**src/logic/gp_pkg.sv**
```systemverilog
// Constants for the two-port general-purpose I/O block.
// Assumes an APB3 slave with 32-bit data and a 100 MHz system clock.
package gp_pkg;

	// ----------------------------------------------------------------
	// Port widths
	// ----------------------------------------------------------------
	localparam int PA_W = 16;
	localparam int PB_W = 24;
	localparam int IRQ_W = 16;
	localparam int ADDR_W = 12;

	// ----------------------------------------------------------------
	// Register byte offsets
	// ----------------------------------------------------------------
	localparam logic [11:0] OFF_PA_DIR = 12'h000;
	localparam logic [11:0] OFF_PA_PIN = 12'h004;
	localparam logic [11:0] OFF_PA_OUT = 12'h008;
	localparam logic [11:0] OFF_PA_CLR = 12'h00C;
	localparam logic [11:0] OFF_PA_PU = 12'h010;
	localparam logic [11:0] OFF_PA_PD_DRV = 12'h014;
	localparam logic [11:0] OFF_PB_DIR = 12'h018;
	localparam logic [11:0] OFF_PB_PIN = 12'h01C;
	localparam logic [11:0] OFF_PB_OUT = 12'h020;
	localparam logic [11:0] OFF_PB_CLR = 12'h024;
	localparam logic [11:0] OFF_PB_PU = 12'h028;
	localparam logic [11:0] OFF_PB_PD_DRV = 12'h02C;
	localparam logic [11:0] OFF_PA_IRQ_EN = 12'h030;
	localparam logic [11:0] OFF_PB_IRQ_EN = 12'h034;
	localparam logic [11:0] OFF_PA_IRQ_TRIG = 12'h038;
	localparam logic [11:0] OFF_PB_IRQ_TRIG = 12'h03C;
	localparam logic [11:0] OFF_PA_IRQ_PEND = 12'h040;
	localparam logic [11:0] OFF_PB_IRQ_PEND = 12'h044;

	// ----------------------------------------------------------------
	// Reset values
	// ----------------------------------------------------------------
	localparam logic [15:0] RST_PA = 16'h0000;
	localparam logic [23:0] RST_PB = 24'h000000;
	localparam logic [15:0] RST_IRQ = 16'h0000;
	localparam logic [31:0] RST_RDATA = 32'h00000000;

	// ----------------------------------------------------------------
	// Field values
	// ----------------------------------------------------------------
	localparam logic DIR_OUT = 1'b1; // Direction bit value for an output.
	localparam logic TRIG_EDGE = 1'b1; // Trigger bit value for edge mode.
	localparam logic [2:0] SETTLE_CNT = 3'h5; // Edges after reset until filtered levels hold.

endpackage : gp_pkg

```
**src/logic/gp_port.sv**
```systemverilog
// Two general-purpose I/O ports (16 and 24 pins) with per-pin interrupts on pins 0 to 15 of each port.
// Assumes an APB3 master on i_clk, and pin pads that resolve the drive,
// pull and strength controls given here into the board-level wire.
//
// Added by the designer: the APB slave port and the register addresses.
`timescale 1ns/10ps

// Behaviour
// [RULE_01] Port B has a per-pin trigger bit: 1 edge, 0 level, reset zero.
// [RULE_02] Per-pin pending flags per port; write 1 clears, write 0 keeps.
// [RULE_03] Port A uses 16 low bits, port B 24; upper bits read zero.
// [RULE_04] Direction bit 1 is output, 0 input; all pins reset as inputs.
// [RULE_05] Pin-level register returns each pin's present synchronised level.
// [RULE_06] For an output pin, the output bit sets the driven level.
// [RULE_07] For an input pin, the output bit selects interrupt polarity.
// [RULE_08] Writing 1 to the clear register zeroes that output bit; holds nothing.
// [RULE_09] Pull-up enable bit per pin, 1 on, reset zero.
// [RULE_10] For an input pin, pull-down/drive bit enables the pull-down.
// [RULE_11] For an output pin, pull-down/drive bit selects high or low drive.
// [RULE_12] Per-pin interrupt enable bit, reset zero.
// [RULE_13] Port A has a per-pin trigger bit: 1 edge, 0 level.
// [RULE_14] Flags set on selected edge or level of the synchronised input.
// [RULE_15] Each port requests an interrupt when a flag and its enable are set.
module gp_port (
	input wire logic i_clk,
	input wire logic i_nrst,
	input wire logic i_psel,
	input wire logic i_penable,
	input wire logic i_pwrite,
	input wire logic [11:0] i_paddr,
	input wire logic [31:0] i_pwdata,
	output logic [31:0] o_prdata,
	output logic o_pready,
	output logic o_pslverr,
	input wire logic [15:0] i_pa_pin,
	output logic [15:0] o_pa_out,
	output logic [15:0] o_pa_oe,
	output logic [15:0] o_pa_pullup,
	output logic [15:0] o_pa_pulldown,
	output logic [15:0] o_pa_drive_high,
	input wire logic [23:0] i_pb_pin,
	output logic [23:0] o_pb_out,
	output logic [23:0] o_pb_oe,
	output logic [23:0] o_pb_pullup,
	output logic [23:0] o_pb_pulldown,
	output logic [23:0] o_pb_drive_high,
	output logic o_pa_irq,
	output logic o_pb_irq
);

	// ----------------------------------------------------------------
	// Helper functions
	// ----------------------------------------------------------------

	// Interrupt events for one port: only pins set as inputs can fire.
	// Polarity comes from the output bit while the pin is an input.
	function automatic logic [15:0] gp_events(input logic [15:0] dir, input logic [15:0] pol,
		input logic [15:0] trig, input logic [15:0] lvl, input logic [15:0] prev);
		logic [15:0] rise, fall, edge_hit, level_hit;
		rise = lvl & ~prev;
		fall = ~lvl & prev;
		edge_hit = (pol & rise) | (~pol & fall); // RULE_07
		level_hit = ~(lvl ^ pol); // RULE_07
		gp_events = ~dir & ((trig & edge_hit) | (~trig & level_hit)); // RULE_14
	endfunction : gp_events

	// Next pending flags: a new event wins over a write-1 clear.
	function automatic logic [15:0] gp_pending(input logic [15:0] cur, input logic [15:0] clr,
		input logic [15:0] ev);
		gp_pending = (cur & ~clr) | ev; // RULE_02
	endfunction : gp_pending

	// Pass a filtered level only once the two later stages agree.
	function automatic logic [23:0] gp_filter(input logic [23:0] cur, input logic [23:0] s2,
		input logic [23:0] s3);
		gp_filter = (cur & (s2 ^ s3)) | (s3 & ~(s2 ^ s3));
	endfunction : gp_filter

	// ----------------------------------------------------------------
	// Register state
	// ----------------------------------------------------------------
	logic [15:0] pa_dir_q, pa_out_q, pa_pu_q, pa_pd_drv_q;
	logic [23:0] pb_dir_q, pb_out_q, pb_pu_q, pb_pd_drv_q;
	logic [15:0] pa_irq_en_q, pb_irq_en_q, pa_trig_q, pb_trig_q, pa_pend_q, pb_pend_q;

	// Pin synchronisers and filtered levels.
	logic [15:0] pa_s1_q, pa_s2_q, pa_s3_q, pa_lvl_q, pa_prev_q;
	logic [23:0] pb_s1_q, pb_s2_q, pb_s3_q, pb_lvl_q, pb_prev_q;
	logic [23:0] pa_filt;
	logic [2:0] warm_q;
	logic settled;

	// ----------------------------------------------------------------
	// Bus decode
	// ----------------------------------------------------------------
	logic setup;
	logic wr_en;
	logic [31:0] rdata_d;
	logic hit_d;
	logic [15:0] pa_ev;
	logic [15:0] pb_ev;
	logic [15:0] pa_clr_w1c;
	logic [15:0] pb_clr_w1c;

	// A write takes effect only at the access edge where pready is high.
	assign setup = i_psel & ~i_penable;
	assign wr_en = i_psel & i_penable & o_pready & i_pwrite;

	// Read mux; narrow registers sit in the low bits, the rest reads zero.
	always_comb begin
		rdata_d = gp_pkg::RST_RDATA;
		hit_d = 1'b1;
		unique case (i_paddr)
			gp_pkg::OFF_PA_DIR: rdata_d = {16'h0000, pa_dir_q}; // RULE_03
			gp_pkg::OFF_PA_PIN: rdata_d = {16'h0000, pa_lvl_q}; // RULE_05
			gp_pkg::OFF_PA_OUT: rdata_d = {16'h0000, pa_out_q};
			gp_pkg::OFF_PA_CLR: rdata_d = gp_pkg::RST_RDATA; // RULE_08
			gp_pkg::OFF_PA_PU: rdata_d = {16'h0000, pa_pu_q};
			gp_pkg::OFF_PA_PD_DRV: rdata_d = {16'h0000, pa_pd_drv_q};
			gp_pkg::OFF_PB_DIR: rdata_d = {8'h00, pb_dir_q}; // RULE_03
			gp_pkg::OFF_PB_PIN: rdata_d = {8'h00, pb_lvl_q}; // RULE_05
			gp_pkg::OFF_PB_OUT: rdata_d = {8'h00, pb_out_q};
			gp_pkg::OFF_PB_CLR: rdata_d = gp_pkg::RST_RDATA; // RULE_08
			gp_pkg::OFF_PB_PU: rdata_d = {8'h00, pb_pu_q};
			gp_pkg::OFF_PB_PD_DRV: rdata_d = {8'h00, pb_pd_drv_q};
			gp_pkg::OFF_PA_IRQ_EN: rdata_d = {16'h0000, pa_irq_en_q};
			gp_pkg::OFF_PB_IRQ_EN: rdata_d = {16'h0000, pb_irq_en_q};
			gp_pkg::OFF_PA_IRQ_TRIG: rdata_d = {16'h0000, pa_trig_q};
			gp_pkg::OFF_PB_IRQ_TRIG: rdata_d = {16'h0000, pb_trig_q};
			gp_pkg::OFF_PA_IRQ_PEND: rdata_d = {16'h0000, pa_pend_q};
			gp_pkg::OFF_PB_IRQ_PEND: rdata_d = {16'h0000, pb_pend_q};
			default: hit_d = 1'b0;
		endcase
	end

	// ----------------------------------------------------------------
	// APB answer
	// ----------------------------------------------------------------

	// Read data is caught in the setup cycle, so pready rises with penable
	// and every transfer completes without a wait state.
	always_ff @(posedge i_clk) begin
		if (!i_nrst) begin
			o_pready <= 1'b0;
			o_pslverr <= 1'b0;
			o_prdata <= gp_pkg::RST_RDATA;
		end else if (setup) begin
			o_pready <= 1'b1;
			o_pslverr <= ~hit_d;
			o_prdata <= (i_pwrite || !hit_d) ? gp_pkg::RST_RDATA : rdata_d;
		end else begin
			o_pready <= 1'b0;
			o_pslverr <= 1'b0;
		end
	end

	// ----------------------------------------------------------------
	// Port A configuration registers
	// ----------------------------------------------------------------

	// Direction, pulls and drive strength, all plain read/write.
	always_ff @(posedge i_clk) begin
		if (!i_nrst) begin
			pa_dir_q <= gp_pkg::RST_PA; // RULE_04
			pa_pu_q <= gp_pkg::RST_PA; // RULE_09
			pa_pd_drv_q <= gp_pkg::RST_PA;
		end else if (wr_en) begin
			if (i_paddr == gp_pkg::OFF_PA_DIR) begin
				pa_dir_q <= i_pwdata[15:0]; // RULE_04
			end
			if (i_paddr == gp_pkg::OFF_PA_PU) begin
				pa_pu_q <= i_pwdata[15:0]; // RULE_09
			end
			if (i_paddr == gp_pkg::OFF_PA_PD_DRV) begin
				pa_pd_drv_q <= i_pwdata[15:0];
			end
		end
	end

	// Output data; the clear register only zeroes bits and stores nothing.
	always_ff @(posedge i_clk) begin
		if (!i_nrst) begin
			pa_out_q <= gp_pkg::RST_PA;
		end else if (wr_en && i_paddr == gp_pkg::OFF_PA_OUT) begin
			pa_out_q <= i_pwdata[15:0];
		end else if (wr_en && i_paddr == gp_pkg::OFF_PA_CLR) begin
			pa_out_q <= pa_out_q & ~i_pwdata[15:0]; // RULE_08
		end
	end

	// ----------------------------------------------------------------
	// Port B configuration registers
	// ----------------------------------------------------------------

	// Same layout as port A, eight pins wider.
	always_ff @(posedge i_clk) begin
		if (!i_nrst) begin
			pb_dir_q <= gp_pkg::RST_PB; // RULE_04
			pb_pu_q <= gp_pkg::RST_PB; // RULE_09
			pb_pd_drv_q <= gp_pkg::RST_PB;
		end else if (wr_en) begin
			if (i_paddr == gp_pkg::OFF_PB_DIR) begin
				pb_dir_q <= i_pwdata[23:0]; // RULE_04
			end
			if (i_paddr == gp_pkg::OFF_PB_PU) begin
				pb_pu_q <= i_pwdata[23:0]; // RULE_09
			end
			if (i_paddr == gp_pkg::OFF_PB_PD_DRV) begin
				pb_pd_drv_q <= i_pwdata[23:0];
			end
		end
	end

	// Port B output data and its write-1 clear.
	always_ff @(posedge i_clk) begin
		if (!i_nrst) begin
			pb_out_q <= gp_pkg::RST_PB;
		end else if (wr_en && i_paddr == gp_pkg::OFF_PB_OUT) begin
			pb_out_q <= i_pwdata[23:0];
		end else if (wr_en && i_paddr == gp_pkg::OFF_PB_CLR) begin
			pb_out_q <= pb_out_q & ~i_pwdata[23:0]; // RULE_08
		end
	end

	// ----------------------------------------------------------------
	// Interrupt configuration
	// ----------------------------------------------------------------

	// Only pins 0 to 15 of port B can interrupt; its upper pins have no bits.
	always_ff @(posedge i_clk) begin
		if (!i_nrst) begin
			pa_irq_en_q <= gp_pkg::RST_IRQ; // RULE_12
			pb_irq_en_q <= gp_pkg::RST_IRQ; // RULE_12
			pa_trig_q <= gp_pkg::RST_IRQ; // RULE_13
			pb_trig_q <= gp_pkg::RST_IRQ; // RULE_01
		end else if (wr_en) begin
			if (i_paddr == gp_pkg::OFF_PA_IRQ_EN) begin
				pa_irq_en_q <= i_pwdata[15:0]; // RULE_12
			end
			if (i_paddr == gp_pkg::OFF_PB_IRQ_EN) begin
				pb_irq_en_q <= i_pwdata[15:0]; // RULE_12
			end
			if (i_paddr == gp_pkg::OFF_PA_IRQ_TRIG) begin
				pa_trig_q <= i_pwdata[15:0]; // RULE_13
			end
			if (i_paddr == gp_pkg::OFF_PB_IRQ_TRIG) begin
				pb_trig_q <= i_pwdata[15:0]; // RULE_01
			end
		end
	end

	// ----------------------------------------------------------------
	// Pin synchronisers
	// ----------------------------------------------------------------

	// Port A reuses the 24-bit filter with its upper bits held at zero.
	assign pa_filt = gp_filter({8'h00, pa_lvl_q}, {8'h00, pa_s2_q}, {8'h00, pa_s3_q});

	// Three stages; the filtered level moves only once stages two and
	// three agree, which also rejects a single-cycle glitch.
	always_ff @(posedge i_clk) begin
		if (!i_nrst) begin
			pa_s1_q <= gp_pkg::RST_PA;
			pa_s2_q <= gp_pkg::RST_PA;
			pa_s3_q <= gp_pkg::RST_PA;
			pa_lvl_q <= gp_pkg::RST_PA;
			pa_prev_q <= gp_pkg::RST_PA;
			pb_s1_q <= gp_pkg::RST_PB;
			pb_s2_q <= gp_pkg::RST_PB;
			pb_s3_q <= gp_pkg::RST_PB;
			pb_lvl_q <= gp_pkg::RST_PB;
			pb_prev_q <= gp_pkg::RST_PB;
		end else begin
			pa_s1_q <= i_pa_pin;
			pa_s2_q <= pa_s1_q;
			pa_s3_q <= pa_s2_q;
			pa_lvl_q <= pa_filt[15:0]; // RULE_14
			pa_prev_q <= pa_lvl_q;
			pb_s1_q <= i_pb_pin;
			pb_s2_q <= pb_s1_q;
			pb_s3_q <= pb_s2_q;
			pb_lvl_q <= gp_filter(pb_lvl_q, pb_s2_q, pb_s3_q); // RULE_14
			pb_prev_q <= pb_lvl_q;
		end
	end

	// ----------------------------------------------------------------
	// Pending flags
	// ----------------------------------------------------------------

	// Events are computed from filtered levels only, never from stage one.
	assign pa_ev = gp_events(pa_dir_q, pa_out_q, pa_trig_q, pa_lvl_q, pa_prev_q) &
		{16{settled}};
	assign pb_ev = gp_events(pb_dir_q[15:0], pb_out_q[15:0], pb_trig_q, pb_lvl_q[15:0],
		pb_prev_q[15:0]) & {16{settled}};
	assign pa_clr_w1c = (wr_en && i_paddr == gp_pkg::OFF_PA_IRQ_PEND) ? i_pwdata[15:0] :
		gp_pkg::RST_IRQ;
	assign pb_clr_w1c = (wr_en && i_paddr == gp_pkg::OFF_PB_IRQ_PEND) ? i_pwdata[15:0] :
		gp_pkg::RST_IRQ;

	// Detection waits until the pins have refilled the synchronisers, so the
	// reset value of the filter never reads as a false edge or level.
	always_ff @(posedge i_clk) begin
		if (!i_nrst) begin
			warm_q <= 3'h0;
		end else if (!settled) begin
			warm_q <= warm_q + 3'h1;
		end
	end
	assign settled = (warm_q == gp_pkg::SETTLE_CNT); // RULE_14

	// Flags collect events whether or not the pin is enabled, so software
	// can poll a masked pin; a level source re-sets its flag after a clear.
	always_ff @(posedge i_clk) begin
		if (!i_nrst) begin
			pa_pend_q <= gp_pkg::RST_IRQ; // RULE_02
			pb_pend_q <= gp_pkg::RST_IRQ; // RULE_02
		end else begin
			pa_pend_q <= gp_pending(pa_pend_q, pa_clr_w1c, pa_ev); // RULE_02
			pb_pend_q <= gp_pending(pb_pend_q, pb_clr_w1c, pb_ev); // RULE_02
		end
	end

	// ----------------------------------------------------------------
	// Registered pin controls and interrupt requests
	// ----------------------------------------------------------------

	// The shared pull-down/drive bit is split by direction here, so a pad
	// never sees a pull-down on a pin that it is driving.
	always_ff @(posedge i_clk) begin
		if (!i_nrst) begin
			o_pa_out <= gp_pkg::RST_PA;
			o_pa_oe <= gp_pkg::RST_PA;
			o_pa_pullup <= gp_pkg::RST_PA;
			o_pa_pulldown <= gp_pkg::RST_PA;
			o_pa_drive_high <= gp_pkg::RST_PA;
			o_pb_out <= gp_pkg::RST_PB;
			o_pb_oe <= gp_pkg::RST_PB;
			o_pb_pullup <= gp_pkg::RST_PB;
			o_pb_pulldown <= gp_pkg::RST_PB;
			o_pb_drive_high <= gp_pkg::RST_PB;
		end else begin
			o_pa_out <= pa_out_q & pa_dir_q; // RULE_06
			o_pa_oe <= pa_dir_q; // RULE_04
			o_pa_pullup <= pa_pu_q; // RULE_09
			o_pa_pulldown <= pa_pd_drv_q & ~pa_dir_q; // RULE_10
			o_pa_drive_high <= pa_pd_drv_q & pa_dir_q; // RULE_11
			o_pb_out <= pb_out_q & pb_dir_q; // RULE_06
			o_pb_oe <= pb_dir_q; // RULE_04
			o_pb_pullup <= pb_pu_q; // RULE_09
			o_pb_pulldown <= pb_pd_drv_q & ~pb_dir_q; // RULE_10
			o_pb_drive_high <= pb_pd_drv_q & pb_dir_q; // RULE_11
		end
	end

	// One request line per port, from the enabled pending flags.
	always_ff @(posedge i_clk) begin
		if (!i_nrst) begin
			o_pa_irq <= 1'b0;
			o_pb_irq <= 1'b0;
		end else begin
			o_pa_irq <= |(pa_pend_q & pa_irq_en_q); // RULE_15
			o_pb_irq <= |(pb_pend_q & pb_irq_en_q); // RULE_15
		end
	end

endmodule : gp_port

```
**config.mk**
```make
export PLATFORM = sky130hd
export DESIGN_NAME = gp_port
export DESIGN_NICKNAME = d
export VERILOG_FILES = /design/src/logic/gp_pkg.sv /design/src/logic/gp_port.sv
export SDC_FILE = /design/constraint.sdc
export NUM_CORES = 1
export LEC_CHECK = 0
export ABC_AREA = 1
export ABC_CLOCK_PERIOD_IN_PS = 2200
export BUFFER_PORTS_ARGS = -buffer_cell sky130_fd_sc_hd__buf_2
export CORE_MARGIN = 4
export CORE_UTILIZATION = 58
export DETAILED_ROUTE_END_ITERATION = 8
export PLACE_DENSITY = 0.81
export SLEW_MARGIN = 20
export SYNTH_ARGS = -nofsm -noshare
export SYNTH_HDL_FRONTEND = slang
export SYNTH_SLANG_ARGS = --single-unit
```
**constraint.sdc**
```tcl
create_clock -name i_clk -period 2.2 [get_ports i_clk]
set_input_delay 0.44 -clock i_clk [delete_from_list [all_inputs] [get_ports i_clk]]
set_output_delay 0.44 -clock i_clk [all_outputs]
set_load 0.02 [all_outputs]
```
-- Yosys cells after proc, flatten, opt, wreduce, memory -nomap -nowiden
Index checks and enable logic that the tools add are counted.
- logic and storage cells: 163
- output and inout bits: 236
- bits in registers: 687
- bitwise logic cells: 69
- reductions and logical operators: 25
- add/subtract/negate cells: 1
- equal/unequal tests: 18
- muxes and demuxes: 10
- operator list (cell ; number):
    bitwise AND 16 bit ; 26
    one-hot mux 24 bit (16 select lines) ; 1
    NOT 16 bit ; 16
    bitwise AND 24 bit ; 6
    OR 16 bit ; 7
    == test 12 x 6 -> 1 bit, second input constant ; 8
    NOT 24 bit ; 3
    two-way mux 16 bit ; 4
    == test 12 x 5 -> 1 bit, second input constant ; 4
    two-way mux 24 bit ; 2
    XOR 16 bit ; 3
    two-way mux 32 bit ; 1
    OR reduction 16 bit ; 2
    == test 12 x 4 -> 1 bit, second input constant ; 2
    == test 12 x 7 -> 1 bit, second input constant ; 2
    OR 24 bit ; 1
    XOR 24 bit ; 1
    AND reduction 2 bit ; 11
    OR reduction 18 bit ; 1
    == test 12 x 3 -> 1 bit, second input constant ; 1
    zero test 12 bit ; 1
    logical AND 1 bit ; 6
    bitwise AND 1 bit ; 4
    nonzero test 2 bit ; 2
    6 further kinds ; 8

-- Longest topological paths before layout
- word-level depth: 9
- gate-level depth with buffers: 14

-- Worst setup path before layout
No wires, ideal clock.
- kind: in2reg
- start point: in i_paddr[11]
- end point: reg pa_out_q[10]
- data required time: 2.072 ns
- arrival: 1.674 ns
- setup time: 0.128 ns
- stages on the path: 9
- setup slack: 0.397 ns
- cells stage by stage: nor2_1 nand2_2 nor2_2 buf_4 buf_4 nand3_1 clkbuf_1 o21ai_0 a21oi_1
- cells in the longest elaborated chain, start to end: 3
- ends and longest elaborated chain (item ; line ; text):
    start: declaration ; gp_port.sv:30 ; input wire logic [11:0] i_paddr,
    == test 12 x 4 -> 1 bit, on equally long branches ; gp_port.sv:184, gp_port.sv:186 ;
    logical AND 1 bit, on equally long branches ; gp_port.sv:184, gp_port.sv:186 ;
    two-way mux 16 bit / nonzero test 2 bit (equally long branches) ; - ;
    end signal: assignment ; gp_port.sv:183 ; pa_out_q <= gp_pkg::RST_PA;
    end signal: assignment ; gp_port.sv:185 ; pa_out_q <= i_pwdata[15:0];
    end signal: assignment ; gp_port.sv:187 ; pa_out_q <= pa_out_q & ~i_pwdata[15:0];
    end: declaration ; gp_port.sv:82 ; logic [15:0] pa_dir_q, pa_out_q, pa_pu_q, pa_pd_drv_q;
Several ways; a longest one is shown, not always the timed one.
A chain may end at the register's enable or synchronous reset.

-- Worst setup path in the final report
- start point: in i_paddr[9]
- end point: reg pb_out_q[23]
- cells in the longest elaborated chain, start to end: 3
- ends and longest elaborated chain (item ; line ; text):
    == test 12 x 6 -> 1 bit, on equally long branches ; gp_port.sv:218, gp_port.sv:220 ;
    logical AND 1 bit, on equally long branches ; gp_port.sv:218, gp_port.sv:220 ;
    two-way mux 24 bit / nonzero test 2 bit (equally long branches) ; - ;
    end signal: assignment ; gp_port.sv:217 ; pb_out_q <= gp_pkg::RST_PB;
    end signal: assignment ; gp_port.sv:219 ; pb_out_q <= i_pwdata[23:0];
    end signal: assignment ; gp_port.sv:221 ; pb_out_q <= pb_out_q & ~i_pwdata[23:0];
    end: declaration ; gp_port.sv:83 ; logic [23:0] pb_dir_q, pb_out_q, pb_pu_q, pb_pd_drv_q;
Several ways; a longest one is shown, not always the timed one.

==> flow_summary.toml <==
[worst_setup_path]
critPathCaptureType = "flip-flop"
crit_type = "in2reg"
worstPathMaxFanout = 36
cp_data_required_time_ps = 2670
worstSetupStartpointType = "primary input"
critPathArrivalTime_ps = 2330

[floorplanning]
coreArea_sq_um = 43400
core.rowCount = 76
die_height_um = 218
io_pins = 325
start_util = 0.592
dieArea_sq_um = 47700
dieWidth_um = 218

[yosys]
synth_ff_type = "dfxtp_1"
synth_edf_count = 0
netlist_area_sq_um = 25700
yosys_warnings = 0
synth.distinct_cells = 33
yosysTopAreaCell = "dfxtp_1"
netlist_top_cells_count = "679 x dfxtp_1, 561 x nand2_1, 522 x inv_1"
syn-instance-count = 3355
post-synth-top-area-fraction = 0.530
synth.most_common_cell = "dfxtp_1"
avgSynthCellArea_sq_um = 7.65
ys_top_cells_by_area = "dfxtp_1 53%, nand2_1 8.2%, inv_1 7.6%"
async_flop_share = 0
ys_ff_latch = 679
ys_seq_area_frac = 0.530

[detailed_routing]
drc = 0
avgRoutedWirePerCell_um = 18.9
wirelength_mm = 81.3
ant_nets = 0
dr.pass1.iters = 7
via_count = 23700
viasPerCell = 5.52
first_iter_violations = 2868

[sta]
worst-slew-pin-transition_ps = 529
rsz0062_at_grt = "no"
max_freq_ghz = 0.540
slew_violations = 0
period_share = 0.842
finalHoldViolCount = 0
finClkSkew_ps = 35.6
timing.hold.ws_ps = 12.8
slew-limit-headroom = 0.646
fin_tns_setup_ps = 0
finalCriticalPeriod_ps = 1850
report.final.setup_viol = 0

[flow_run]
maxCapViolCount = 0

[outcome]
outcome = "finished clean"

[cells_and_area]
final_area_sq_um = 30700
layout.cells.non_filler = 4293
fin_nets = 3744
drive_gt1_frac = 0.152
area_delta_synth_final_pct = 19.6

[clocking]
cts_resized = 0
clock_tree.root_cell = "clkbuf_16"
clk_latency_ps = 610
clk_pin_slew_ps = 60
post_cts_buffers = 0
cts_made_buffers = 67
ctsHoldBuffers = 1
cts-htree-levels = 3
cts.sinks = 679
cts_tree = "done"
cts_buffer_depth = 3

[power]
power.density_nw_per_um2 = 833
p_total_uw = 25600
leakagePower_uw = 0.0151
ir_drop_mv = 0.514

[min_path]
min_path_type = "in2reg"

[placed_design]
dp_hpwl_mm = 57.5
io_buffer_count = 308
dp_cells = 4168
gp_congestion = 0.983
place_area_sq_um = 28300

[grt]
grt_pass1_vias = 21700
grt_overflow_total = 0
grt_use_total = 0.330
grt_max_degree = 96
antenna_found_initial = 3
grt_pass1_wl_mm = 123
flip-flops by register name (all words and copies together), names as in the netlist, 24 cells and up, named ones only:
| name | count |
|---|---|
| pb_dir_q | 24 |
| o_pb_out | 24 |
| o_prdata | 24 |
| pb_pd_drv_q | 24 |
| o_pb_oe | 24 |
| o_pb_drive_high | 24 |
| pb_out_q | 24 |
| pb_s1_q | 24 |
| pb_s3_q | 24 |
| o_pb_pulldown | 24 |
| pb_pu_q | 24 |
| pb_s2_q | 24 |
| o_pb_pullup | 24 |
logic make-up (layout without fill, tap and decap cells):
logic type      after synthesis  count (layout)  share of synthesized area
compound gates              699             699                      0.146
xor+xnor                      1               1                   0.000341
fa+ha+maj                     2               2                   0.000975
buf+inv                     729            1073                      0.116
flops                       679             679                      0.530
other cells                   1              10                   0.000146
simple gates               1244            1244                      0.206
area by class of cell:
| cell class | instances | area [sq um] |
|---|---|---|
| Sequential cell | 679 | 13600 |
| Fill cell | 3332 | 12700 |
| Multi-Input combinational cell | 1954 | 9120 |
| Timing Repair Buffer | 422 | 2860 |
| Clock buffer | 97 | 1990 |
| Inverter | 529 | 1990 |
| Tap cell | 585 | 732 |
| Clock inverter | 25 | 405 |
| Antenna cell | 2 | 5.00 |
layer usage:
| metal | vias to the layer above | GRT usage | wire (um) |
|---|---|---|---|
| li1 | 11200 | - | - |
| met1 | 10800 | 0.416 | 30200 |
| met2 | 1320 | 0.533 | 37100 |
| met3 | 313 | 0.0647 | 8430 |
| met4 | 4 | 0.187 | 5490 |
| met5 | - | 0 | 29 |
path summary, 6_finish.rpt:
path / startpoint / end / slack (ps) / depth (start not counted)
worst max-delay path: i_paddr[9] / pb_out_q[23]$_SDFFE_PN0P_ / 350 / 11
worst max register to register: o_pready$_SDFF_PN0_ / pb_out_q[23]$_SDFFE_PN0P_ / 430 / 7
worst min register to register: pa_s1_q[8]$_SDFF_PN0_ / pa_s2_q[8]$_SDFF_PN0_ / 410 / 2
worst min-delay path: i_pb_pin[15] / pb_s1_q[15]$_SDFF_PN0_ / 10 / 3
power breakdown:
group          internal, uW  switching (uW)
clock                  7390            4870
combinational           250             572
sequential            12400            77.0
per-stage QoR:
stage	utilization	setup slack (ps)
floorplan	-	397
global placement	0.652	-145
detailed placement	0.652	-173
CTS	0.708	362
global route	0.708	243
finish	0.708	347
placed cells by master (no fill, tap or decap), types with 16 or more instances in the layout:
master	synthesis	layout
a211oi_1	16	16
a21oi_1	307	307
buf_12	0	36
buf_2	32	307
buf_4	28	77
clkbuf_16	0	68
clkbuf_8	0	18
dfxtp_1	679	679
inv_1	522	522
nand2_1	561	561
nand3_1	335	335
nor2_1	269	269
nor3_1	43	43
o21ai_0	291	291
o21bai_1	32	32
o31ai_1	32	32
critical path, stage by stage:
cell and delay, ps:
buf_2 100, nor2_2 150, nand2_2 210, buf_12 200, nor2_4 120, buf_12 220, buf_4 170, nand3_1 110
buf_12 190, o21ai_0 280, a21oi_1 120
No activity file was read; power rests on OpenSTA's default activity.
